## src/timer_wave_regs.vh

```
// register offsets, field positions, reset values and count limits
// for the two-timer waveform and compare-output block
// assumes an 8-bit register port with a 5-bit address
`ifndef TIMER_WAVE_REGS_VH
`define TIMER_WAVE_REGS_VH

// ----------------------------------------------------------------
// address layout: bit 4 picks the timer, bits 3:0 the register
// ----------------------------------------------------------------
`define TSEL_BIT       4
`define OFS_CTRL_FIRST 4'h0
`define OFS_CTRL_SECND 4'h1
`define OFS_CMPA_LO    4'h2
`define OFS_CMPA_HI    4'h3
`define OFS_CMPB_LO    4'h4
`define OFS_CMPB_HI    4'h5
`define OFS_CMPC_LO    4'h6
`define OFS_CMPC_HI    4'h7
`define OFS_CAP_LO     4'h8
`define OFS_CAP_HI     4'h9
`define OFS_CNT_LO     4'ha
`define OFS_CNT_HI     4'hb
`define OFS_STATUS     4'hc

// ----------------------------------------------------------------
// field positions
// ----------------------------------------------------------------
`define F_OMODE_A      7:6
`define F_OMODE_B      5:4
`define F_OMODE_C      3:2
`define F_WMODE_LOW    1:0
`define F_WMODE_HIGH   4:3
`define F_OVF          0

// ----------------------------------------------------------------
// reset values
// ----------------------------------------------------------------
`define RST_CTRL       8'h00
`define RST_WORD       16'h0000

// ----------------------------------------------------------------
// counter limits
// ----------------------------------------------------------------
`define CNT_BOTTOM     16'h0000
`define CNT_MAX        16'hffff
`define TOP_8BIT       16'h00ff
`define TOP_9BIT       16'h01ff
`define TOP_10BIT      16'h03ff

// ----------------------------------------------------------------
// output-mode encodings
// ----------------------------------------------------------------
`define OM_OFF         2'h0
`define OM_TOGGLE      2'h1
`define OM_CLEAR       2'h2
`define OM_SET         2'h3

// ----------------------------------------------------------------
// waveform modes
// ----------------------------------------------------------------
`define WM_NORMAL      4'h0
`define WM_PC8         4'h1
`define WM_PC9         4'h2
`define WM_PC10        4'h3
`define WM_CTC_CMPA    4'h4
`define WM_FAST8       4'h5
`define WM_FAST9       4'h6
`define WM_FAST10      4'h7
`define WM_PFC_CAP     4'h8
`define WM_PFC_CMPA    4'h9
`define WM_PC_CAP      4'ha
`define WM_PC_CMPA     4'hb
`define WM_CTC_CAP     4'hc
`define WM_RESERVED    4'hd
`define WM_FAST_CAP    4'he
`define WM_FAST_CMPA   4'hf

`endif

```

## src/timer_wave.v

```verilog
// two 16-bit timers: count sequence, compare reload, overflow flag
// and compare-output waveform with pin takeover for channels a/b/c
// assumes timer_tick is a one-cycle prescaled enable on ref_clk and
// that the port logic muxes each pin by its takeover output
//
// Notes on behaviour
// - output-mode fields: channel a bits 7:6, b bits 5:4, c bits 3:2
// - a 1x output-mode field, or 01 where toggle is live, hands the pin to the compare output
// - non-pwm: 00 off, 01 toggle, 10 low, 11 high on match
// - fast pwm: 10 clears on match, sets at top; 11 the reverse
// - fast pwm 01 toggles channel a only in mode 15, else disconnected
// - fast pwm with compare equal top: match ignored, top action kept
// - dual slope: 10 clears on up match, sets on down; 11 reverse
// - dual slope 01 toggles channel a only in mode 9
// - 4-bit mode: low bits from first control, high from second; 13 reserved
// - mode 0 counts to 0xffff, immediate compare load, overflow at max
// - modes 1-3 phase correct, fixed tops, reload at top, flag at bottom
// - modes 5-7,14,15 fast pwm, reload and flag at top
// - modes 4 and 12 clear on match, immediate load, flag at max
// - modes 8 and 9 phase-frequency correct, reload and flag at bottom
// - modes 10 and 11 phase correct, reload at top, flag at bottom
// - high mode bits sit at bits 4:3 of the second control register
// - dual slope counts from 0x0000 up to top and back down
// - dual slope compare at bottom holds the match level, at or above top its inverse
`include "timer_wave_regs.vh"
`timescale 1ns/10ps
`default_nettype none

module timer_wave (
  input  wire       ref_clk,
  input  wire       nrst,
  input  wire       clk_en,
  input  wire       timer_tick,
  input  wire [4:0] addr,
  input  wire [7:0] wdata,
  input  wire       wr_stb,
  input  wire       rd_stb,
  output wire [7:0] rdata,
  output wire [1:0] compare_pin_a,
  output wire [1:0] compare_pin_b,
  output wire [1:0] compare_pin_c,
  output wire [1:0] takeover_a,
  output wire [1:0] takeover_b,
  output wire [1:0] takeover_c
);

  // ----------------------------------------------------------------
  // mode classification and top selection
  // ----------------------------------------------------------------
  function is_fast;
    input [3:0] md;
    begin
      case (md)
        `WM_FAST8, `WM_FAST9, `WM_FAST10,
        `WM_FAST_CAP, `WM_FAST_CMPA: is_fast = 1'b1;
        default: is_fast = 1'b0;
      endcase
    end
  endfunction

  function is_dual;
    input [3:0] md;
    begin
      case (md)
        `WM_PC8, `WM_PC9, `WM_PC10, `WM_PFC_CAP,
        `WM_PFC_CMPA, `WM_PC_CAP, `WM_PC_CMPA: is_dual = 1'b1;
        default: is_dual = 1'b0;
      endcase
    end
  endfunction

  function [15:0] top_of;
    input [3:0]  md;
    input [15:0] cmpa;
    input [15:0] cap;
    begin
      case (md)
        `WM_PC8, `WM_FAST8:   top_of = `TOP_8BIT;
        `WM_PC9, `WM_FAST9:   top_of = `TOP_9BIT;
        `WM_PC10, `WM_FAST10: top_of = `TOP_10BIT;
        `WM_CTC_CMPA, `WM_PFC_CMPA,
        `WM_PC_CMPA, `WM_FAST_CMPA: top_of = cmpa;
        `WM_PFC_CAP, `WM_PC_CAP,
        `WM_CTC_CAP, `WM_FAST_CAP: top_of = cap;
        default: top_of = `CNT_MAX;
      endcase
    end
  endfunction

  // toggle encoding is live on every channel in non-pwm modes, on channel a only in a few pwm modes
  function tog_ok;
    input [3:0] md;
    input [1:0] ch;
    begin
      if (is_fast(md))
        tog_ok = (ch == 2'd0) && (md == `WM_FAST_CMPA);
      else if (is_dual(md))
        tog_ok = (ch == 2'd0) &&
                 (md == `WM_PFC_CMPA || md == `WM_FAST_CAP);
      else
        tog_ok = 1'b1;
    end
  endfunction

  // channel field out of the first control register
  function [1:0] omode;
    input [7:0] c1;
    input [1:0] ch;
    begin
      case (ch)
        2'd0:    omode = c1[`F_OMODE_A];
        2'd1:    omode = c1[`F_OMODE_B];
        default: omode = c1[`F_OMODE_C];
      endcase
    end
  endfunction

  // upper field bit set: a clear/set encoding, which always owns the pin
  function level_mode;
    input [7:0] c1;
    input [1:0] ch;
    reg   [1:0] f;
    begin
      f          = omode(c1, ch);
      level_mode = f[1];
    end
  endfunction

  // lower field bit: level a clear/set encoding writes on an up-count match
  function match_level;
    input [7:0] c1;
    input [1:0] ch;
    reg   [1:0] f;
    begin
      f           = omode(c1, ch);
      match_level = f[0];
    end
  endfunction

  // ----------------------------------------------------------------
  // per-timer logic
  // ----------------------------------------------------------------
  wire [7:0] rd_val [0:1];
  reg  [7:0] rdata_reg;

  genvar t;
  generate
    for (t = 0; t < 2; t = t + 1) begin : tmr
      localparam [0:0] TSEL = (t == 1) ? 1'b1 : 1'b0;

      reg  [7:0]  ctrl_first_reg;
      reg  [7:0]  ctrl_second_reg;
      reg  [15:0] buf_reg [0:2];
      reg  [15:0] act_reg [0:2];
      reg  [15:0] cap_reg;
      reg  [15:0] cnt_reg;
      reg  [15:0] cnt_next;
      reg         down_reg;
      reg         down_next;
      reg         ovf_reg;
      reg  [2:0]  pin_reg;
      reg  [2:0]  take_reg;
      reg  [7:0]  rv;
      integer     i;

      wire        hit = (addr[`TSEL_BIT] == TSEL);
      wire        we  = wr_stb & hit;
      wire [3:0]  wm  = {ctrl_second_reg[`F_WMODE_HIGH],
                         ctrl_first_reg[`F_WMODE_LOW]};
      wire        fast   = is_fast(wm);
      wire        dual   = is_dual(wm);
      wire        nonpwm = ~fast & ~dual;
      wire        pfc    = (wm == `WM_PFC_CAP) | (wm == `WM_PFC_CMPA);
      wire        clear_on_match_mode    = (wm == `WM_CTC_CMPA) | (wm == `WM_CTC_CAP);
      wire [15:0] top    = top_of(wm, act_reg[0], cap_reg);
      wire        at_top = (cnt_reg == top);
      wire        at_bot = (cnt_reg == `CNT_BOTTOM);

      // reload point: top for fast pwm and phase correct, bottom for
      // phase-frequency correct
      wire reload = (fast & at_top) |
                    (dual & ~pfc & at_top) |
                    (dual & pfc & at_bot);

      wire ovf_set = timer_tick &
                     ((nonpwm & (cnt_reg == `CNT_MAX)) |
                      (fast & at_top) |
                      (dual & at_bot));
      wire ovf_clr = we & (addr[3:0] == `OFS_STATUS) & wdata[`F_OVF];

      // ------------------------------------------------------------
      // count sequence
      // ------------------------------------------------------------
      always @* begin
        cnt_next  = cnt_reg + 16'h0001;
        down_next = 1'b0;
        if (dual) begin
          down_next = down_reg;
          if (!down_reg && at_top) begin
            down_next = 1'b1;
            cnt_next  = cnt_reg - 16'h0001;
          end else if (down_reg && at_bot) begin
            down_next = 1'b0;
          end else if (down_reg) begin
            cnt_next  = cnt_reg - 16'h0001;
          end
        end else if ((fast | clear_on_match_mode) && at_top) begin
          cnt_next = `CNT_BOTTOM;
        end
      end

      // ------------------------------------------------------------
      // registers, counter, compare and outputs
      // ------------------------------------------------------------
      always @(posedge ref_clk or negedge nrst) begin
        if (!nrst) begin
          ctrl_first_reg  <= `RST_CTRL;
          ctrl_second_reg <= `RST_CTRL;
          cap_reg         <= `RST_WORD;
          cnt_reg         <= `RST_WORD;
          down_reg        <= 1'b0;
          ovf_reg         <= 1'b0;
          pin_reg         <= 3'h0;
          take_reg        <= 3'h0;
          for (i = 0; i < 3; i = i + 1) begin
            buf_reg[i] <= `RST_WORD;
            act_reg[i] <= `RST_WORD;
          end
        end else if (clk_en) begin
          if (we) begin
            case (addr[3:0])
              `OFS_CTRL_FIRST: ctrl_first_reg  <= wdata;
              `OFS_CTRL_SECND: ctrl_second_reg <= wdata;
              `OFS_CMPA_LO:    buf_reg[0][7:0]  <= wdata;
              `OFS_CMPA_HI:    buf_reg[0][15:8] <= wdata;
              `OFS_CMPB_LO:    buf_reg[1][7:0]  <= wdata;
              `OFS_CMPB_HI:    buf_reg[1][15:8] <= wdata;
              `OFS_CMPC_LO:    buf_reg[2][7:0]  <= wdata;
              `OFS_CMPC_HI:    buf_reg[2][15:8] <= wdata;
              `OFS_CAP_LO:     cap_reg[7:0]     <= wdata;
              `OFS_CAP_HI:     cap_reg[15:8]    <= wdata;
              default: ;
            endcase
          end
          // set beats a clear landing in the same cycle
          if (ovf_set)
            ovf_reg <= 1'b1;
          else if (ovf_clr)
            ovf_reg <= 1'b0;
          for (i = 0; i < 3; i = i + 1) begin
            take_reg[i] <= level_mode(ctrl_first_reg, i[1:0]) ||
                           (omode(ctrl_first_reg, i[1:0]) == `OM_TOGGLE &&
                            tog_ok(wm, i[1:0]));
            if (nonpwm)
              act_reg[i] <= buf_reg[i];
            else if (timer_tick && reload)
              act_reg[i] <= buf_reg[i];
          end
          if (timer_tick) begin
            cnt_reg  <= cnt_next;
            down_reg <= down_next;
            for (i = 0; i < 3; i = i + 1) begin
              if (nonpwm) begin
                if (cnt_reg == act_reg[i]) begin
                  case (omode(ctrl_first_reg, i[1:0]))
                    `OM_TOGGLE: pin_reg[i] <= ~pin_reg[i];
                    `OM_CLEAR:  pin_reg[i] <= 1'b0;
                    `OM_SET:    pin_reg[i] <= 1'b1;
                    default: ;
                  endcase
                end
              end else if (level_mode(ctrl_first_reg, i[1:0])) begin
                if (fast) begin
                  // top action takes precedence over a match at top
                  if (at_top)
                    pin_reg[i] <= ~match_level(ctrl_first_reg, i[1:0]);
                  else if (cnt_reg == act_reg[i])
                    pin_reg[i] <= match_level(ctrl_first_reg, i[1:0]);
                end else if (act_reg[i] == `CNT_BOTTOM) begin
                  pin_reg[i] <= match_level(ctrl_first_reg, i[1:0]);
                end else if (act_reg[i] >= top) begin
                  pin_reg[i] <= ~match_level(ctrl_first_reg, i[1:0]);
                end else if (cnt_reg == act_reg[i]) begin
                  pin_reg[i] <= match_level(ctrl_first_reg, i[1:0]) ^ down_reg;
                end
              end else if (omode(ctrl_first_reg, i[1:0]) == `OM_TOGGLE &&
                           tog_ok(wm, i[1:0]) &&
                           cnt_reg == act_reg[i]) begin
                pin_reg[i] <= ~pin_reg[i];
              end
            end
          end
        end
      end

      // ------------------------------------------------------------
      // read view
      // ------------------------------------------------------------
      always @* begin
        rv = 8'h00;
        case (addr[3:0])
          `OFS_CTRL_FIRST: rv = ctrl_first_reg;
          `OFS_CTRL_SECND: rv = ctrl_second_reg;
          `OFS_CMPA_LO:    rv = buf_reg[0][7:0];
          `OFS_CMPA_HI:    rv = buf_reg[0][15:8];
          `OFS_CMPB_LO:    rv = buf_reg[1][7:0];
          `OFS_CMPB_HI:    rv = buf_reg[1][15:8];
          `OFS_CMPC_LO:    rv = buf_reg[2][7:0];
          `OFS_CMPC_HI:    rv = buf_reg[2][15:8];
          `OFS_CAP_LO:     rv = cap_reg[7:0];
          `OFS_CAP_HI:     rv = cap_reg[15:8];
          `OFS_CNT_LO:     rv = cnt_reg[7:0];
          `OFS_CNT_HI:     rv = cnt_reg[15:8];
          `OFS_STATUS:     rv = {7'h00, ovf_reg};
          default:         rv = 8'h00;
        endcase
      end

      assign rd_val[t]        = rv;
      assign compare_pin_a[t] = pin_reg[0];
      assign compare_pin_b[t] = pin_reg[1];
      assign compare_pin_c[t] = pin_reg[2];
      assign takeover_a[t]    = take_reg[0];
      assign takeover_b[t]    = take_reg[1];
      assign takeover_c[t]    = take_reg[2];
    end
  endgenerate

  // ----------------------------------------------------------------
  // read data: valid only in the cycle after the read strobe
  // ----------------------------------------------------------------
  always @(posedge ref_clk or negedge nrst) begin
    if (!nrst) begin
      rdata_reg <= 8'h00;
    end else if (clk_en) begin
      if (rd_stb)
        rdata_reg <= rd_val[addr[`TSEL_BIT]];
      else
        rdata_reg <= 8'h00;
    end
  end

  assign rdata = rdata_reg;

endmodule // timer_wave

`default_nettype wire

```

## config.mk

```make
export PLATFORM = sky130hd
export DESIGN_NAME = timer_wave
export DESIGN_NICKNAME = d
export VERILOG_FILES = /design/src/timer_wave.v
export VERILOG_INCLUDE_DIRS = /design/src
export SDC_FILE = /design/constraint.sdc
export NUM_CORES = 1
export LEC_CHECK = 0
export BUFFER_PORTS_ARGS = -buffer_cell sky130_fd_sc_hd__buf_2
export CAP_MARGIN = 30
export CORE_MARGIN = 2
export CORE_UTILIZATION = 25
export DETAILED_ROUTE_END_ITERATION = 7
export HOLD_SLACK_MARGIN = 0.03
export PLACE_DENSITY_LB_ADDON = 0.08
export SYNTH_ARGS = -nofsm -noshare
export SYNTH_HDL_FRONTEND = slang
export SYNTH_SLANG_ARGS = --single-unit
```

## constraint.sdc

```tcl
create_clock -name ref_clk -period 3.7 [get_ports ref_clk]
set_clock_uncertainty 0.05 [all_clocks]
set_input_delay 0.37 -clock ref_clk [delete_from_list [all_inputs] [get_ports ref_clk]]
set_output_delay 0.37 -clock ref_clk [all_outputs]
set_load 0.005 [all_outputs]
```

==> results by stage <==
Clocking:
- The number of buffers created by CTS is 41.
- The CTS tree is yes.
- The cell sitting at the root of the clock tree is a clkbuf_16.
- The longest clock path from root to sink contains 3 buffers.
- Clock-pin slew was measured on the worst setup and hold paths at around 70 ps.
- The clock insertion delay at the later pin of the skew report is between 500 and 600 ps.
- In this run the number of H-tree levels came out at 2.
- Counting every sink on the clock net gives between 300 and 400.

Logic synthesis:
- Counting every net in the synthesized netlist gives 2164.
- The number of enable flip-flop cells after synthesis is 0.
- The post-synthesis cell type count is 82.
- Yosys attributes the largest share of cell area to dfrtp_1 39%, mux2_2 8.5%, ha_1 6.6%.
- The mean area per synthesized cell is about 9.9 µm².
- After synthesis, the share of flip-flops with an asynchronous set or reset is between 90% and 100%.
- The sequential fraction of the synthesis area is 38.6%.
- The number of warning messages in the yosys log is 0.
- The synthesized design spends more area on one cell type than any other, namely dfrtp_1.
- Counting every instance in the synthesized netlist gives 2039.
- The top cell type by area accounts for roughly two fifths of the synthesized area.
- After synthesis the cells add up to roughly 0.02 mm².
- The most used flip-flop cell after synthesis is dfrtp_1.
- After synthesis the netlist holds a flip-flop and latch count of approximately 310.

Cells and area:
- The post-route cell area is around 0.026 mm².
- The layout-stage area growth over the synthesis result is 27.2%.
- The top cell types in the final layout, fill and taps aside, are 308 x dfrtp_1, 262 x buf_4, 152 x mux2_2, 106 x ha_1, 101 x nand2_1.
- In the final design database the tool counted 2398 nets.
- The share of post-route cells with drive strength above 1 is approximately 31%.
- Counting the fill cells in the layout gives roughly 8300.
- Leaving out fill and tap cells, the most frequent cell in the layout is dfrtp_1.

Critical path:
- The critical path start-end classification is flip-flop to flip-flop.
- The most critical setup path has its startpoint at tmr[1].ctrl_first_reg[1].
- The launch point of the worst reg-to-reg path is tmr[1].ctrl_first_reg[1].
- The worst setup path is launched from a flip-flop.
- In this design, the stage delay of the slowest critical-path cell is 580 ps.
- The library cell appearing most often on the critical path is or4_4.
- The critical path contains buffers and inverters numbering 3 combined.
- The required time of the critical path is around 4100 ps.
- The biggest fanout along the worst timing path is 7.
- Among cell families on the critical path, the largest total delay comes from simple AND/OR/NAND/NOR gates.
- The critical path data arrival time is slightly above 4000 ps.
- The nature of the critical path endpoint is a flip-flop.
- Walking the worst path, the cells encountered are or3b_4 -> buf_6 -> o22a_1 -> o221ai_2 -> o2111ai_1 -> or4_4 -> or4_4 -> nor2_4 -> o21ai_2 -> nand2_2 -> buf_12 -> clkbuf_16 -> mux2_4.
- The slowest cell on the critical path is or4_4.

Place:
- Port buffering added 38 buffers.
- At the end of routability-driven placement, the weighted congestion stood at 0.894.
- Once detailed placement completed, the half-perimeter wirelength came to ~73000 µm.
- At the placement stage, the worst setup path has a slack of -294 ps.
- The total cell area at the placement stage is about 0.023 mm².

GRT:
- Across every metal layer, demand over resource in global routing totals a little under a quarter.
- The number of antenna violations at the first check in global routing is 2.
- The largest net degree at the start of global routing is 89.
- The number of global-route vias before repair is between 15000 and 20000.
- After global routing the overflow that remains totals 0.
- The first global-routing pass estimated 137000 µm of wire.

Flow run:
- The number of max-cap violations is 0.

Timing:
- The max-slew violation count came to 0.
- The top achievable clock speed is roughly 270 MHz.
- Setup violations remaining at the end of the flow were counted as 8.
- The final hold violation count is 0.
- The headroom to the max-slew limit is 35.5%.
- At the pin with the least slew margin, the transition time is ~960 ps.
- The final hold slack is about 130 ps.
- Setup repair after global routing could not meet its margin everywhere.
- The post-layout worst setup margin is -10.3 ps.
- Dividing the final minimum period by the clock period gives 100%.
- The smallest clock period supported by the final layout is computed as 3710 ps.

Hold path:
- The origin of the worst min-delay path is rd_stb.
- The min-delay analysis places its worst path in the category input port to flip-flop.

Power:
- The total power per unit cell area is just under 700 mW/mm².
- The clock group share of total power is 24.0%.
- For this design the total switching power over the nets is 7.33 mW.
- The sequential cell fraction of total power is a little under a third.
- The internal portion of the total power is roughly 10 mW.
- Of the total power, the share spent switching nets is 41.5%.
- In this run, the combinational gates consume 45.3% of the power.
- The leakage power figure is roughly 11 nW.
- The maximum resistive drop on vdd is 0.310 mV.

Floorplan:
- Pin placement for this block handled 39 I/O pins.
- The initial cell density of the core is ~25%.
- Measured along the x axis, the die boundary spans ~290 µm.
- The die is approximately 290 µm tall.
- The die covers approximately 0.083 mm².
- The core area is 0.0803 mm².
- The floorplan has 104 rows.

Detailed routing:
- The detailed-route DRC error count is 0.
- The total via count in the routed design is roughly 18000.
- Wire segments on met3 add up to between 5000 and 6000 µm in the final route.
- In this run the remaining antenna-violating nets after routing total 0.
- In the final routing, the length of wire on met1 measures approximately 48000 µm.
- The via count normalized by instance count is 5.49.
- The number of optimization iterations in the first detailed-route pass is 6.
- In this run the top signal layer used is met5.
- The final layout contains routed wiring with a total length of between 90000 and 100000 µm.
- The met2 routed wirelength is roughly 40000 µm.
- After detailed routing, the average wire length per cell comes to just under 30 µm.
- The first routing iteration left roughly 1800 violations.

Run status:
- The flow ran to the end, but the final reports show violations.
- The checks that failed: negative setup slack.
==> final timing paths <==
check | slack, ps | endpoint | depth (start not counted)
min in group asynchronous | 270 | tmr[0].cnt_reg[10] | 2
min | 130 | rdata[1] | 3
max | -10 | tmr[1].act_reg[3] | 13
min reg2reg | 460 | tmr[0].ctrl_second_reg[1] | 1
max in group asynchronous | 2340 | tmr[1].buf_reg[32] | 3
max reg2reg | -10 | tmr[1].act_reg[3] | 13
==> stage by stage <==
stage,TNS [ps],power (mW),utilization [%],instances
after detailed placement,-4450,12.7,29.1,3271
final,-46.3,17.7,32.0,3362
after global routing,-3750,18.6,32.0,3361
after CTS,-365,17.2,31.2,3353
after global placement,-2680,12.7,29.0,3269
after floorplan,0,9.13,-,2039
==> power groups by stage <==
stage / clock, mW / combinational [mW] / sequential [mW]
after detailed placement: 0 / 7.30 / 5.43
after global placement: 0 / 7.22 / 5.44
final: 4.23 / 7.99 / 5.43
after global routing: 4.47 / 8.66 / 5.50
after CTS: 4.34 / 7.48 / 5.38
after floorplan: 0 / 4.35 / 4.78
==> metal layers <==
metal  GRT usage (%)  vias to the layer above
met4            6.49                        2
met1            34.1                     9499
li1                -                     8196
met2            33.6                      611
met3            4.28                      136
met5               0                        -
==> layout make-up <==
cell class,count,area [µm²],area share (%)
diodes,1,2.50,0.00974
repair buffers,332,2740,10.6
well taps,1060,1330,5.16
multi-input cells,1527,12200,47.5
clock inverters,17,226,0.881
clock buffers,54,1150,4.49
flip-flops and latches,312,7810,30.4
inverters,59,221,0.862
==> repair_timing <==
item                       4_1_cts  5_1_grt
gates resized for setup         37      123
setup endpoints to repair       69      120
pin swaps                       10       34
setup buffers                    7        3
hold buffers                     1        0
gates cloned                     3        5
hold endpoints to repair        48        0
==> logic make-up after synthesis <==
logic type               synth area share [%]
AND/OR/NAND/NOR                          14.3
AO/OA/AOI/OAI                            17.0
flip-flops                               38.6
XOR/XNOR                                 3.99
buffers and inverters                    4.12
adder cells (fa/ha/maj)                  6.56
multiplexers                             15.4
==> worst register-to-register path: cells and delay by family, from the launching register on <==
family	cells	cell delay, ps
compound gates	4	530
buf+inv	3	520
mux	1	290
flops	1	400
simple gates	5	1790
==> cells in the mapped netlist, drive strengths merged (12+ instances only) <==
| library cell | count |
|---|---|
| a21oi | 104 |
| inv | 58 |
| mux2i | 22 |
| dfrtp | 312 |
| o21ai | 108 |
| a22oi | 45 |
| o211ai | 14 |
| nand2 | 105 |
| a221oi | 20 |
| buf | 31 |
| nand2b | 22 |
| a31oi | 22 |
| nand4 | 45 |
| clkbuf | 110 |
| nor3 | 42 |
| and3 | 18 |
| mux2 | 250 |
| and2 | 13 |
| o22ai | 37 |
| ha | 106 |
| nor4 | 49 |
| xnor2 | 61 |
| a21o | 39 |
| nor2b | 23 |
| a222oi | 17 |
| nand3 | 81 |
| nor2 | 91 |
| o21a | 12 |
| xor2 | 31 |
Power figures use the tool's default switching activity.
